File: src/addr_cfg_pkg.sv
`default_nettype none
package addr_cfg_pkg;
    // Command codes of the reachable registers
    localparam logic [7:0] CMD_PRIMARY_BASE = 8'hD7;
    localparam logic [7:0] CMD_SECONDARY_BASE = 8'hE2;
    localparam logic [7:0] CMD_UNLOCK_PASSWORD = 8'hDB;
    // Reset values
    localparam logic [7:0] PRIMARY_BASE_RESET = 8'h10;
    localparam logic [7:0] SECONDARY_BASE_RESET = 8'h50;
    localparam logic [15:0] UNLOCK_PASSWORD_CODE = 16'h1234;
    // Field layout of the bus address
    localparam int BASE_FIELD_MSB = 6;
    localparam int BASE_FIELD_LSB = 4;
    localparam int OFFSET_WIDTH = 4;
    localparam int ADDRESS_WIDTH = 7;
    // Strap settling time before sampling
    localparam int CLK_PERIOD_NS = 10;
    localparam int STRAP_SETTLE_NS = 1000;
    localparam int STRAP_SETTLE_CYCLES = (STRAP_SETTLE_NS + CLK_PERIOD_NS - 1) / CLK_PERIOD_NS;
    localparam int SETTLE_COUNT_WIDTH = 8;
    // Strap sampling sequence, Gray coded
    typedef enum logic [1:0] {
        STRAP_SETTLE = 2'b00,
        STRAP_CAPTURE = 2'b01,
        STRAP_HELD = 2'b11
    } strap_state_t;
endpackage : addr_cfg_pkg
`default_nettype wire

File: src/bus_address_config.sv
// Contract
// - Password defaults 1234h; match unlocks memory writes
// - Respond at seven-bit address: base plus offset
// - Upper three bits from selected base bits 6-4
// - Lower four bits equal strap-resistor offset
// - Grounded or shorted voltage pin selects primary base
// - Floating voltage pin selects secondary base
// - Bases reset to 10h and 50h
// - Host reads and writes both base registers
// - Wrong value relocks; reset always relocks
`default_nettype none
module bus_address_config (
    input wire logic clk,
    input wire logic rst_n,
    input wire logic [addr_cfg_pkg::OFFSET_WIDTH-1:0] strap_offset,
    input wire logic voltage_setting_pin_floating,
    input wire logic cmd_valid,
    input wire logic cmd_write,
    input wire logic [7:0] cmd_code,
    input wire logic [15:0] cmd_wdata,
    output logic [15:0] cmd_rdata,
    output logic cmd_done,
    output logic cmd_unsupported,
    output logic [addr_cfg_pkg::ADDRESS_WIDTH-1:0] bus_address,
    output logic bus_address_valid,
    output logic nonvolatile_memory_unlocked
);
    import addr_cfg_pkg::*;

    // Synchronised strap levels; the late stage trails the middle one by a clock
    logic [OFFSET_WIDTH-1:0] offset_mid;
    logic [OFFSET_WIDTH-1:0] offset_late;
    logic floating_mid;
    logic floating_late;

    // Straps come from the analog decoder, outside this clock
    // Three flops: a change counts once the last two agree
    strap_sync #(.WIDTH(OFFSET_WIDTH)) offset_sync (
        .clk(clk),
        .rst_n(rst_n),
        .pin(strap_offset),
        .stage_mid(offset_mid),
        .stage_late(offset_late)
    );

    // The pin state is one bit, so it rides a chain of its own
    strap_sync #(.WIDTH(1)) floating_sync (
        .clk(clk),
        .rst_n(rst_n),
        .pin(voltage_setting_pin_floating),
        .stage_mid(floating_mid),
        .stage_late(floating_late)
    );

    // Capture sequence and settle counter
    strap_state_t strap_state;
    strap_state_t next_strap_state;
    logic [SETTLE_COUNT_WIDTH-1:0] settle_count;
    logic [SETTLE_COUNT_WIDTH-1:0] next_settle_count;

    // Strap values frozen at capture
    logic [OFFSET_WIDTH-1:0] held_offset;
    logic [OFFSET_WIDTH-1:0] next_held_offset;
    logic held_floating;
    logic next_held_floating;

    // Wait for the straps to settle, then take one agreed sample.
    // The resistor decoder needs time after power-up before its code is
    // trustworthy; sampling early could latch a half-formed offset.
    always_comb begin
        next_strap_state = strap_state;
        next_settle_count = settle_count;
        next_held_offset = held_offset;
        next_held_floating = held_floating;
        unique case (strap_state)
            STRAP_SETTLE: begin
                if (settle_count == SETTLE_COUNT_WIDTH'(STRAP_SETTLE_CYCLES - 1)) begin
                    next_strap_state = STRAP_CAPTURE;
                end else begin
                    next_settle_count = settle_count + 1'b1;
                end
            end
            STRAP_CAPTURE: begin
                // A value counts only once two stages agree
                if (offset_mid == offset_late && floating_mid == floating_late) begin
                    next_held_offset = offset_late;
                    next_held_floating = floating_late;
                    next_strap_state = STRAP_HELD;
                end
            end
            STRAP_HELD: begin
                // Frozen until the next reset so the strap bits of the address never move mid-transfer
                next_strap_state = STRAP_HELD;
            end
            default: begin
                next_strap_state = STRAP_SETTLE;
            end
        endcase
    end

    // Reset clears the capture, so every power-up samples the straps afresh
    always_ff @(posedge clk) begin
        if (!rst_n) begin
            strap_state <= STRAP_SETTLE;
            settle_count <= '0;
            held_offset <= '0;
            held_floating <= 1'b0;
        end else begin
            strap_state <= next_strap_state;
            settle_count <= next_settle_count;
            held_offset <= next_held_offset;
            held_floating <= next_held_floating;
        end
    end

    // Host-visible registers and the lock
    logic [7:0] primary_bus_address_base;
    logic [7:0] secondary_bus_address_base;
    logic unlocked;

    // Next values of the registers and of the registered answer
    logic [7:0] next_primary;
    logic [7:0] next_secondary;
    logic next_unlocked;
    logic [15:0] next_rdata;
    logic next_done;
    logic next_unsupported;

    // Command decode; every access is answered one cycle later.
    // Nothing here spans two cycles, so commands may come back to back.
    // A refused code changes no state; the host learns of it from the flag.
    always_comb begin
        next_primary = primary_bus_address_base;
        next_secondary = secondary_bus_address_base;
        next_unlocked = unlocked;
        next_rdata = cmd_rdata;
        next_done = cmd_valid;
        next_unsupported = 1'b0;
        if (cmd_valid) begin
            unique case (cmd_code)
                CMD_PRIMARY_BASE: begin
                    if (cmd_write) begin
                        next_primary = cmd_wdata[7:0];
                    end else begin
                        next_rdata = {8'h00, primary_bus_address_base};
                    end
                end
                CMD_SECONDARY_BASE: begin
                    if (cmd_write) begin
                        next_secondary = cmd_wdata[7:0];
                    end else begin
                        next_rdata = {8'h00, secondary_bus_address_base};
                    end
                end
                CMD_UNLOCK_PASSWORD: begin
                    if (cmd_write) begin
                        // Any other value closes the memory again
                        next_unlocked = (cmd_wdata == UNLOCK_PASSWORD_CODE);
                    end else begin
                        // Write-only: the code is never echoed back
                        next_rdata = 16'h0000;
                    end
                end
                default: begin
                    next_rdata = 16'h0000;
                    next_unsupported = 1'b1;
                end
            endcase
        end
    end

    // Reset loads the base defaults and closes the memory again
    always_ff @(posedge clk) begin
        if (!rst_n) begin
            primary_bus_address_base <= PRIMARY_BASE_RESET;
            secondary_bus_address_base <= SECONDARY_BASE_RESET;
            unlocked <= 1'b0;
            cmd_rdata <= 16'h0000;
            cmd_done <= 1'b0;
            cmd_unsupported <= 1'b0;
        end else begin
            primary_bus_address_base <= next_primary;
            secondary_bus_address_base <= next_secondary;
            unlocked <= next_unlocked;
            cmd_rdata <= next_rdata;
            cmd_done <= next_done;
            cmd_unsupported <= next_unsupported;
        end
    end

    // Address assembly
    logic [ADDRESS_WIDTH-1:0] next_address;
    logic [7:0] selected_base;

    // Pick the base by the pin level and join it with the offset.
    // Only bits 6-4 of the base reach the address; the rest is kept for read-back.
    always_comb begin
        selected_base = held_floating ? secondary_bus_address_base
                                      : primary_bus_address_base;
        next_address = {selected_base[BASE_FIELD_MSB:BASE_FIELD_LSB],
                        held_offset};
    end

    // Base writes take effect on the address one cycle after the write lands.
    // The address is shown during settling too; users must wait for valid.
    always_ff @(posedge clk) begin
        if (!rst_n) begin
            bus_address <= '0;
            bus_address_valid <= 1'b0;
        end else begin
            bus_address <= next_address;
            bus_address_valid <= (strap_state == STRAP_HELD);
        end
    end

    // The store engine must see this high before it writes memory.
    // Reset clears the lock, so every power cycle starts locked;
    // only a password write or reset moves it.
    assign nonvolatile_memory_unlocked = unlocked;
endmodule : bus_address_config
`default_nettype wire

File: src/strap_sync.sv
`default_nettype none
module strap_sync #(
    parameter int WIDTH = 1
) (
    input wire logic clk,
    input wire logic rst_n,
    input wire logic [WIDTH-1:0] pin,
    output logic [WIDTH-1:0] stage_mid,
    output logic [WIDTH-1:0] stage_late
);
    logic [WIDTH-1:0] stage_first;
    logic [WIDTH-1:0] next_first;
    logic [WIDTH-1:0] next_mid;
    logic [WIDTH-1:0] next_late;

    // Shift chain; the first stage feeds only the second
    always_comb begin
        next_first = pin;
        next_mid = stage_first;
        next_late = stage_mid;
    end

    // Synchronous clear keeps the chain quiet during reset
    always_ff @(posedge clk) begin
        if (!rst_n) begin
            stage_first <= '0;
            stage_mid <= '0;
            stage_late <= '0;
        end else begin
            stage_first <= next_first;
            stage_mid <= next_mid;
            stage_late <= next_late;
        end
    end
endmodule : strap_sync
`default_nettype wire

File: config.mk
export PLATFORM = sky130hd
export DESIGN_NAME = bus_address_config
export DESIGN_NICKNAME = d
export VERILOG_FILES = /design/src/addr_cfg_pkg.sv /design/src/bus_address_config.sv /design/src/strap_sync.sv
export SDC_FILE = /design/constraint.sdc
export NUM_CORES = 1
export LEC_CHECK = 0
export BUFFER_PORTS_ARGS = -buffer_cell sky130_fd_sc_hd__buf_4
export CAP_MARGIN = 20
export CORE_ASPECT_RATIO = 1.25
export CORE_MARGIN = 3
export CORE_UTILIZATION = 53
export DETAILED_ROUTE_END_ITERATION = 8
export GPL_TIMING_DRIVEN = 0
export MAX_ROUTING_LAYER = met4
export PLACE_DENSITY = 0.78
export SETUP_SLACK_MARGIN = 0.5
export SLEW_MARGIN = 20
export SYNTH_ARGS = -nofsm -noshare
export SYNTH_HDL_FRONTEND = slang
export SYNTH_SLANG_ARGS = --single-unit
File: constraint.sdc
create_clock -name clk -period 1.9 [get_ports clk]
set_input_delay 0.38 -clock clk [delete_from_list [all_inputs] [get_ports clk]]
set_output_delay 0.38 -clock clk [all_outputs]
set_load 0.05 [all_outputs]
Yosys cells after proc, flatten, opt, wreduce, memory -nomap -nowiden --
Index checks and enable logic that the tools add are counted.
Storage, ports and cells: bits in registers 73, output and inout bits 27, logic and storage cells 54
Operators by class: $add $sub $neg 1, equality and inequality tests 14, mux-type cells 9, bitwise operators 1, reductions and logical operators 11
Operator list (count):
- $mux 16 | 3
- $pmux 16 s3 | 1
- $eq 8x8->1 const B | 3
- $eq 16x13->1 const B | 1
- $ne 2x2->1 const B | 5
- $reduce_and 3->1 | 3
- $add 8x1->8 const B | 1
- $eq 8x7->1 const B | 1
- $reduce_and 2->1 | 4
- $mux 7 | 1
- $pmux 2 s3 | 1
- $eq 4x4->1 | 1
- $mux 2 | 2
- $reduce_and 4->1 | 1
- $reduce_or 3->1 | 1
- $eq 2x1->1 const B | 1
- $eq 2x2->1 const B | 1
- $logic_not 2->1 | 1
- $eq 1x1->1 | 1
- $logic_and 1x1->1 | 1
- $mux 1 | 1
- $not 1->1 | 1

Longest topological paths before layout --
Gate-level depths: netlist (run 1).
word-level depth 4, mapped depth 5

By module --
A second synthesis (run 1) with hierarchy kept.
Unflattened totals: cell total of the unflattened synthesis 270, area total of the unflattened synthesis 2717.6 sq um
By module, submodules not included:
- bus_address_config | times used 1, cells each 239, area an instance 2302.2 sq um
- strap_sync at offset_sync | times used 1, cells each 25, area an instance 336.6 sq um
- strap_sync at floating_sync | times used 1, cells each 6, area an instance 78.8 sq um

Worst setup path after synthesis (run 1) --
No wires, ideal clock.
path kind input to register, from input port cmd_code[5], to register cmd_rdata[0], arrival 1516 ps, slack 312 ps, cell stages on the path 4, cell sequence nand4b_1 > or3_1 > a31oi_4 > mux2i_1
Between the ends: longest elaborated chain between the ends 3, elaborated cells between the ends (all ways) 8, those cells by class eq/ne (6); mux (1); reduce/logical (1)
Ends and longest elaborated chain:
- start, declared | RTL line bus_address_config.sv:19 | input wire logic [7:0] cmd_code,
- $eq 8x8->1 | RTL line bus_address_config.sv:140 | unique case (cmd_code)
- $ne 2x2->1 (no source line)
- $reduce_and 4->1 (no source line)
- end signal, assigned | RTL line bus_address_config.sv:185 | cmd_rdata <= next_rdata;
- end, declared | RTL line bus_address_config.sv:21 | output logic [15:0] cmd_rdata,
Parallel ways exist; a longest one is shown, timed or not. A chain may end at the register's enable or synchronous reset.

Worst setup path after layout (run 1) --
from register settle_count[2], to register settle_count[2]
Between the ends: longest elaborated chain between the ends 3, elaborated cells between the ends (all ways) 4, those cells by class add/sub (1); eq/ne (1); bitwise (1); reduce/logical (1)
Ends and longest elaborated chain:
- start, declared | RTL line bus_address_config.sv:58 | logic [SETTLE_COUNT_WIDTH-1:0] settle_count;
- start signal, assigned | RTL line bus_address_config.sv:110 | settle_count <= next_settle_count;
- parallel branches: the longest is 3 deep, another holds $add 8x1->8
Parallel ways; which one is timed is not known.

==> impl_metrics.toml, run 1 <==
[global_route]
grt_max_degree = 14
antenna_found_initial = 0
grt_pass1_vias = 2135
globalRouteOverflowTotal = 0
grt_pass1_wl_mm = 9.54
track_usage_pct = 20.7

[hold_path]
holdPathEnd = "floating_sync.next_mid"
hp-class = "input pin to flop"
whs_path_depth = 2
holdCritStartpoint = "voltage_setting_pin_floating"

[critical_path]
r2r_cells = 4
worstPathArrival_ns = 1.67
cp_max_fo = 3
crit-reg2reg-launch = "settle_count[2]"
timing.rr.end = "settle_count[2]"
reg2reg_setup_slack_ns = 0.46
end_kind = "flop"
worstSetupPathType = "flop to flop"
required_ns = 2.14
start_kind = "flop"

[timing]
setup_slack_ns = 0.465
max_freq_mhz = 697
hold_viol = 0
min_period_ns = 1.44
fin_skew_ns = 0.00478
finalCritPeriodShare_pct = 75.5
rsz0062_at_grt = "true"
whs_ns = 0.241
setup_violations = 0
slew_viol_final = 0

[finish]
diodes = 0
finish.utilization_pct = 73.2
layout.nets = 404
final_common_cell = "buf_4"
layout_common_cells = "67 x buf_4, 64 x dfxtp_1, 36 x nand2_1"
fin_cells = 435
area_growth_pct = 31.0
drive_above_1_share_pct = 27.2

[clock_tree]
cts_sinks = 65
cts_tree = "yes"
clk_path_buf_depth = 2
cts-buffers-inserted = 9
root_buffer = "clkbuf_8"
htreeDepth = 3
clock_latency_ns = 0.34
cts.clk_slew.worst_paths_ns = 0.07
postCtsHoldBufs = 0

[die]
row_count = 28
die_x_um = 69.9
start_util_pct = 55.9
die-area_mm2 = 0.00600
io_pins = 60
core_area_mm2 = 0.00483
die_h_um = 85.9

[routing]
drcViolationCount = 0
routed_wl_mm = 5.68
vias = 2186
vias_per_cell = 5.03
ant_nets = 0
wl_per_cell_um = 13.1
firstDrtPassIters = 7
drt_iter0_drc = 175

[synth]
yosys_warnings = 0
yosysUniqueCellTypes = 41
syn_avg_cell_area_um2 = 9.32
synth-seq-cells = 65
yosysTopAreaCell = "dfxtp_1"
synth_seq_area_share_pct = 48.1
synthCells = 290
async_flop_share_pct = 0
synth_top_area_share_pct = 48.1
synth_area_mm2 = 0.00270
yosys-top-cells-area = "dfxtp_1 48%, mux2i_1 7.0%, and2_1 5.3%"
synth_edf_count = 0
synthFlopType = "dfxtp_1"

[power_and_ir_drop]
swShare_pct = 26.5
leakage_nw = 1.50
power_frac_seq_pct = 51.5
internal_power_mw = 1.99
clockPowerShare_pct = 38.9
comb_power_share_pct = 9.6
p_switching_mw = 0.718
vdd_ir_drop_max_v = 0.000790
cellPowerDensity_mw_per_mm2 = 764

[placed_design]
place_congestion = 0.881
io_buffers = 51
detailed_place_hpwl_mm = 3.88
placed_cells = 408
place_ws_ns = -0.000821

[run]
maxCapViolCount = 0

[status]
status = "completed"
==> cells in the mapped netlist (all sizes together), types with 3 or more instances <==
master   instances
a21boi           7
nand2           36
nand4b           3
nand3            4
clkbuf           8
nor2             7
o211ai           4
nor2b           12
dfxtp           65
inv             21
nor3            20
nor4b            3
o21ai           10
a2bb2oi          5
buf             11
xnor2            6
and2            23
and3             3
mux2i           19
xor2             6
==> registers in the layout (all words and copies together), names as in the netlist, 2 cells and up <==
name                        count
cmd_rdata                       8
strap_state                     2
offset_sync.next_mid            4
offset_sync.stage_late          4
held_offset                     4
primary_bus_address_base        8
settle_count                    8
offset_sync.stage_mid           4
bus_address                     7
secondary_bus_address_base      8
==> layout make-up <==
cell class                 instances  area [µm²]
tap                               60        75.1
sequential                        65        1300
fill                             378        1290
multi-input combinational        192        1290
clock inverter                     7        53.8
clock buffer                       9         124
buffer                            19         119
inverter                          21        78.8
timing repair buffer              62         494
==> how the worst max path moves through the flow <==
stage	startpoint	depth (start not counted)	to	slack [ns]
5_1_grt	settle_count[2]	4	settle_count[1]	0.41
4_1_cts	settle_count[2]	4	settle_count[1]	0.44
6_report	settle_count[2]	4	settle_count[2]	0.46
3_3_place_gp	cmd_code[3]	5	primary_bus_address_base[0]	0.005
3_5_place_dp	cmd_code[3]	5	primary_bus_address_base[0]	-0.0008
2_1_floorplan	cmd_code[4]	5	cmd_rdata[0]	0.34
==> per-stage QoR <==
step | setup TNS, ns | area, µm² | power, mW
after floorplan | 0 | 2750 | 1.57
after CTS | 0 | 3480 | 2.73
after global routing | 0 | 3540 | 2.81
after global placement | 0 | 3210 | 1.66
final | 0 | 3540 | 2.71
after detailed placement | -0.00119 | 3210 | 1.67
==> cells by family after synthesis <==
logic type / synth area share (%)
flops: 48.1
other cells: 0.139
xor+xnor: 3.89
simple gates: 25.7
compound gates: 7.82
mux: 7.03
buf+inv: 6.85
fa+ha+maj: 0.463
==> critical path: stages, from the launching register on <==
cell and delay (ns):
dfxtp_2 0.32, or4_4 0.57, o211ai_4 0.21, xnor2_1 0.08, and2_1 0.15
==> routing by layer <==
layer / up-vias / wire, µm / global-route usage, %
li1: 1116 / - / -
met1: 991 / 2220 / 21.4
met2: 70 / 3080 / 37.8
met3: 9 / 293 / 3.99
met4: 0 / 85 / 9.41
met5: - / 0 / -
==> repair_timing <==
item	4_1_cts	5_1_grt
setup buffers	7	4
setup endpoints to repair	26	25
gates resized for setup	4	5
pin swaps	4	5
==> power groups by stage <==
stage	registers, mW	clock network (mW)	logic [mW]
2_1_floorplan	1.44	0	0.138
3_3_place_gp	1.43	0	0.235
3_5_place_dp	1.43	0	0.239
4_1_cts	1.39	1.08	0.254
5_1_grt	1.40	1.13	0.280
6_report	1.39	1.05	0.260
Power figures use the tool's default switching activity.
==> inputs of run 2 (changes only) <==
--- a/config.mk
+++ b/config.mk
@@ -9,11 +9,11 @@
 export CAP_MARGIN = 20
 export CORE_ASPECT_RATIO = 1.25
 export CORE_MARGIN = 3
-export CORE_UTILIZATION = 53
+export CORE_UTILIZATION = 48
 export DETAILED_ROUTE_END_ITERATION = 8
 export GPL_TIMING_DRIVEN = 0
 export MAX_ROUTING_LAYER = met4
-export PLACE_DENSITY = 0.78
+export PLACE_DENSITY = 0.75
 export SETUP_SLACK_MARGIN = 0.5
 export SLEW_MARGIN = 20
 export SYNTH_ARGS = -nofsm -noshare
==> constraint.sdc (replaced) <==
create_clock -name clk -period 1.3 [get_ports clk]
set_input_delay 0.26 -clock clk [delete_from_list [all_inputs] [get_ports clk]]
set_output_delay 0.26 -clock clk [all_outputs]
set_load 0.05 [all_outputs]
==> impl_metrics.toml, run 2 (same netlist as run 1, synthesis figures left out) <==
[power_and_ir_drop]
swShare_pct = 25.7
power_frac_seq_pct = 50.7
internal_power_mw = 3.00
vdd_ir_drop_max_v = 0.00104
power_mw = 4.03
comb_power_share_pct = 11.4
p_switching_mw = 1.03
leakage_nw = 1.71
cellPowerDensity_mw_per_mm2 = 985
clockPowerShare_pct = 37.9

[finish]
final_common_cell = "buf_4"
drive_above_1_share_pct = 45.7
diodes = 0
layout.nets = 416
stdcell_area_mm2 = 0.00409
multi_input_area_mm2 = 0.00145
layout_common_cells = "48 x buf_4, 35 x dfxtp_1, 28 x dfxtp_2"
area_growth_pct = 51.3
ff_latch_area_mm2 = 0.00134
fillCellCount = 328
fin_cells = 449

[hold_path]
holdCritStartpoint = "voltage_setting_pin_floating"
whs_path_depth = 2
hp-class = "input pin to flop"
holdPathEnd = "floating_sync.next_mid"

[routing]
ant_nets = 0
firstDrtPassIters = 4
vias_per_cell = 5.18
drcViolationCount = 0
vias = 2328
drt_iter0_drc = 158
wl_per_cell_um = 14.8
routed_wl_mm = 6.66

[timing]
rsz0062_at_grt = "true"
slew_viol_final = 0
max_freq_mhz = 682
finalSetupTns_ns = -0.600
fin_skew_ns = 0.00861
hold_viol = 0
setup_slack_ns = -0.166
finalCritPeriodShare_pct = 113
min_period_ns = 1.47
setup_violations = 5

[die]
die_h_um = 89.9
row_count = 29
die-area_mm2 = 0.00658
core_area_mm2 = 0.00526
io_pins = 60
start_util_pct = 51.4
die_x_um = 73.1

[placed_design]
io_buffers = 51
place_congestion = 0.840
placed_area_mm2 = 0.00332
place_ws_ns = -0.484
placed_cells = 410
detailed_place_hpwl_mm = 4.17

[critical_path]
worstPathArrival_ns = 1.69
end_kind = "flop"
worstSetupPathType = "flop to flop"
cp_max_fo = 3
required_ns = 1.53
start_kind = "flop"
timing.rr.end = "settle_count[2]"
reg2reg_setup_slack_ns = -0.17
crit-reg2reg-launch = "settle_count[7]"
r2r_cells = 4

[global_route]
track_usage_pct = 21.6
antenna_found_initial = 0
grt_max_degree = 13
globalRouteOverflowTotal = 0
grt_pass1_wl_mm = 10.8
grt_pass1_vias = 2354

[clock_tree]
postCtsHoldBufs = 0
cts_sinks = 65
root_buffer = "clkbuf_8"
cts-buffers-inserted = 9
clock_latency_ns = 0.34
cts_tree = "yes"
cts.clk_slew.worst_paths_ns = 0.07
htreeDepth = 3
clk_path_buf_depth = 2

[status]
status = "finished, violations left"
failed_checks = "setup timing"

[run]
maxCapViolCount = 0
==> run 2: cell types whose count changed in the layout (fill, tap and decap cells not counted), moves of 4 or more <==
cell / previous run / this run
buf_4: 67 / 48
nand2_2: 0 / 10
dfxtp_1: 64 / 35
dfxtp_2: 1 / 28
clkbuf_1: 6 / 2
nand2_1: 36 / 24
buf_8: 0 / 24
buf_6: 3 / 10
==> run 2: cell type report <==
cell class,instances,area share [%]
clock inverter,6,1.04
buffer,19,3.98
clock buffer,10,3.36
multi-input combinational,192,35.4
inverter,21,1.93
sequential,65,32.8
timing repair buffer,74,19.6
tap,62,1.90
==> run 2: how the worst max path moves through the flow <==
stage	startpoint	endpoint	slack (ns)	cells after the start
floorplan	cmd_code[4]	cmd_rdata[0]	-0.14	5
global placement	cmd_code[3]	primary_bus_address_base[5]	-0.47	6
detailed placement	cmd_code[3]	primary_bus_address_base[5]	-0.48	6
CTS	settle_count[2]	settle_count[2]	-0.16	4
global route	settle_count[7]	settle_count[1]	-0.21	4
finish	settle_count[7]	settle_count[2]	-0.17	4
==> run 2: power by group through the flow <==
stage / Combinational [mW] / Sequential, mW / Clock [mW]
2_1_floorplan: 0.217 / 2.11 / 0
3_3_place_gp: 0.361 / 2.09 / 0
3_5_place_dp: 0.367 / 2.09 / 0
4_1_cts: 0.431 / 2.05 / 1.58
5_1_grt: 0.489 / 2.05 / 1.66
6_report: 0.458 / 2.04 / 1.53
==> run 2: worst max-delay path, stage by stage (launching register included) <==
cell and delay, ns:
dfxtp_2 0.33, or4_4 0.58, o211ai_4 0.21, xnor2_1 0.09, and2_1 0.15
==> run 2: timing repair <==
action / 4_1_cts / 5_1_grt
resized for setup: 80 / 20
endpoints found under the setup margin: 63 / 62
pin swaps: 14 / 12
buffers inserted: 16 / 7
==> run 2: through the flow <==
stage	utilization, %	hold WS [ns]
finish	77.8	0.124
global route	77.8	0.109
CTS	75.2	0.107
detailed placement	63.1	0.421
global placement	63.1	0.414
floorplan	-	0.382
==> run 2: routing by layer <==
layer  part of all wire, %  GRT usage [%]  wire length (µm)  up-vias
met4                   1.8           7.54               122        0
met5                     0              -                 0        -
met3                   4.6           6.92               308       10
met2                    55           37.5              3680       58
li1                      -              -                 -     1134
met1                    38           22.5              2540     1126
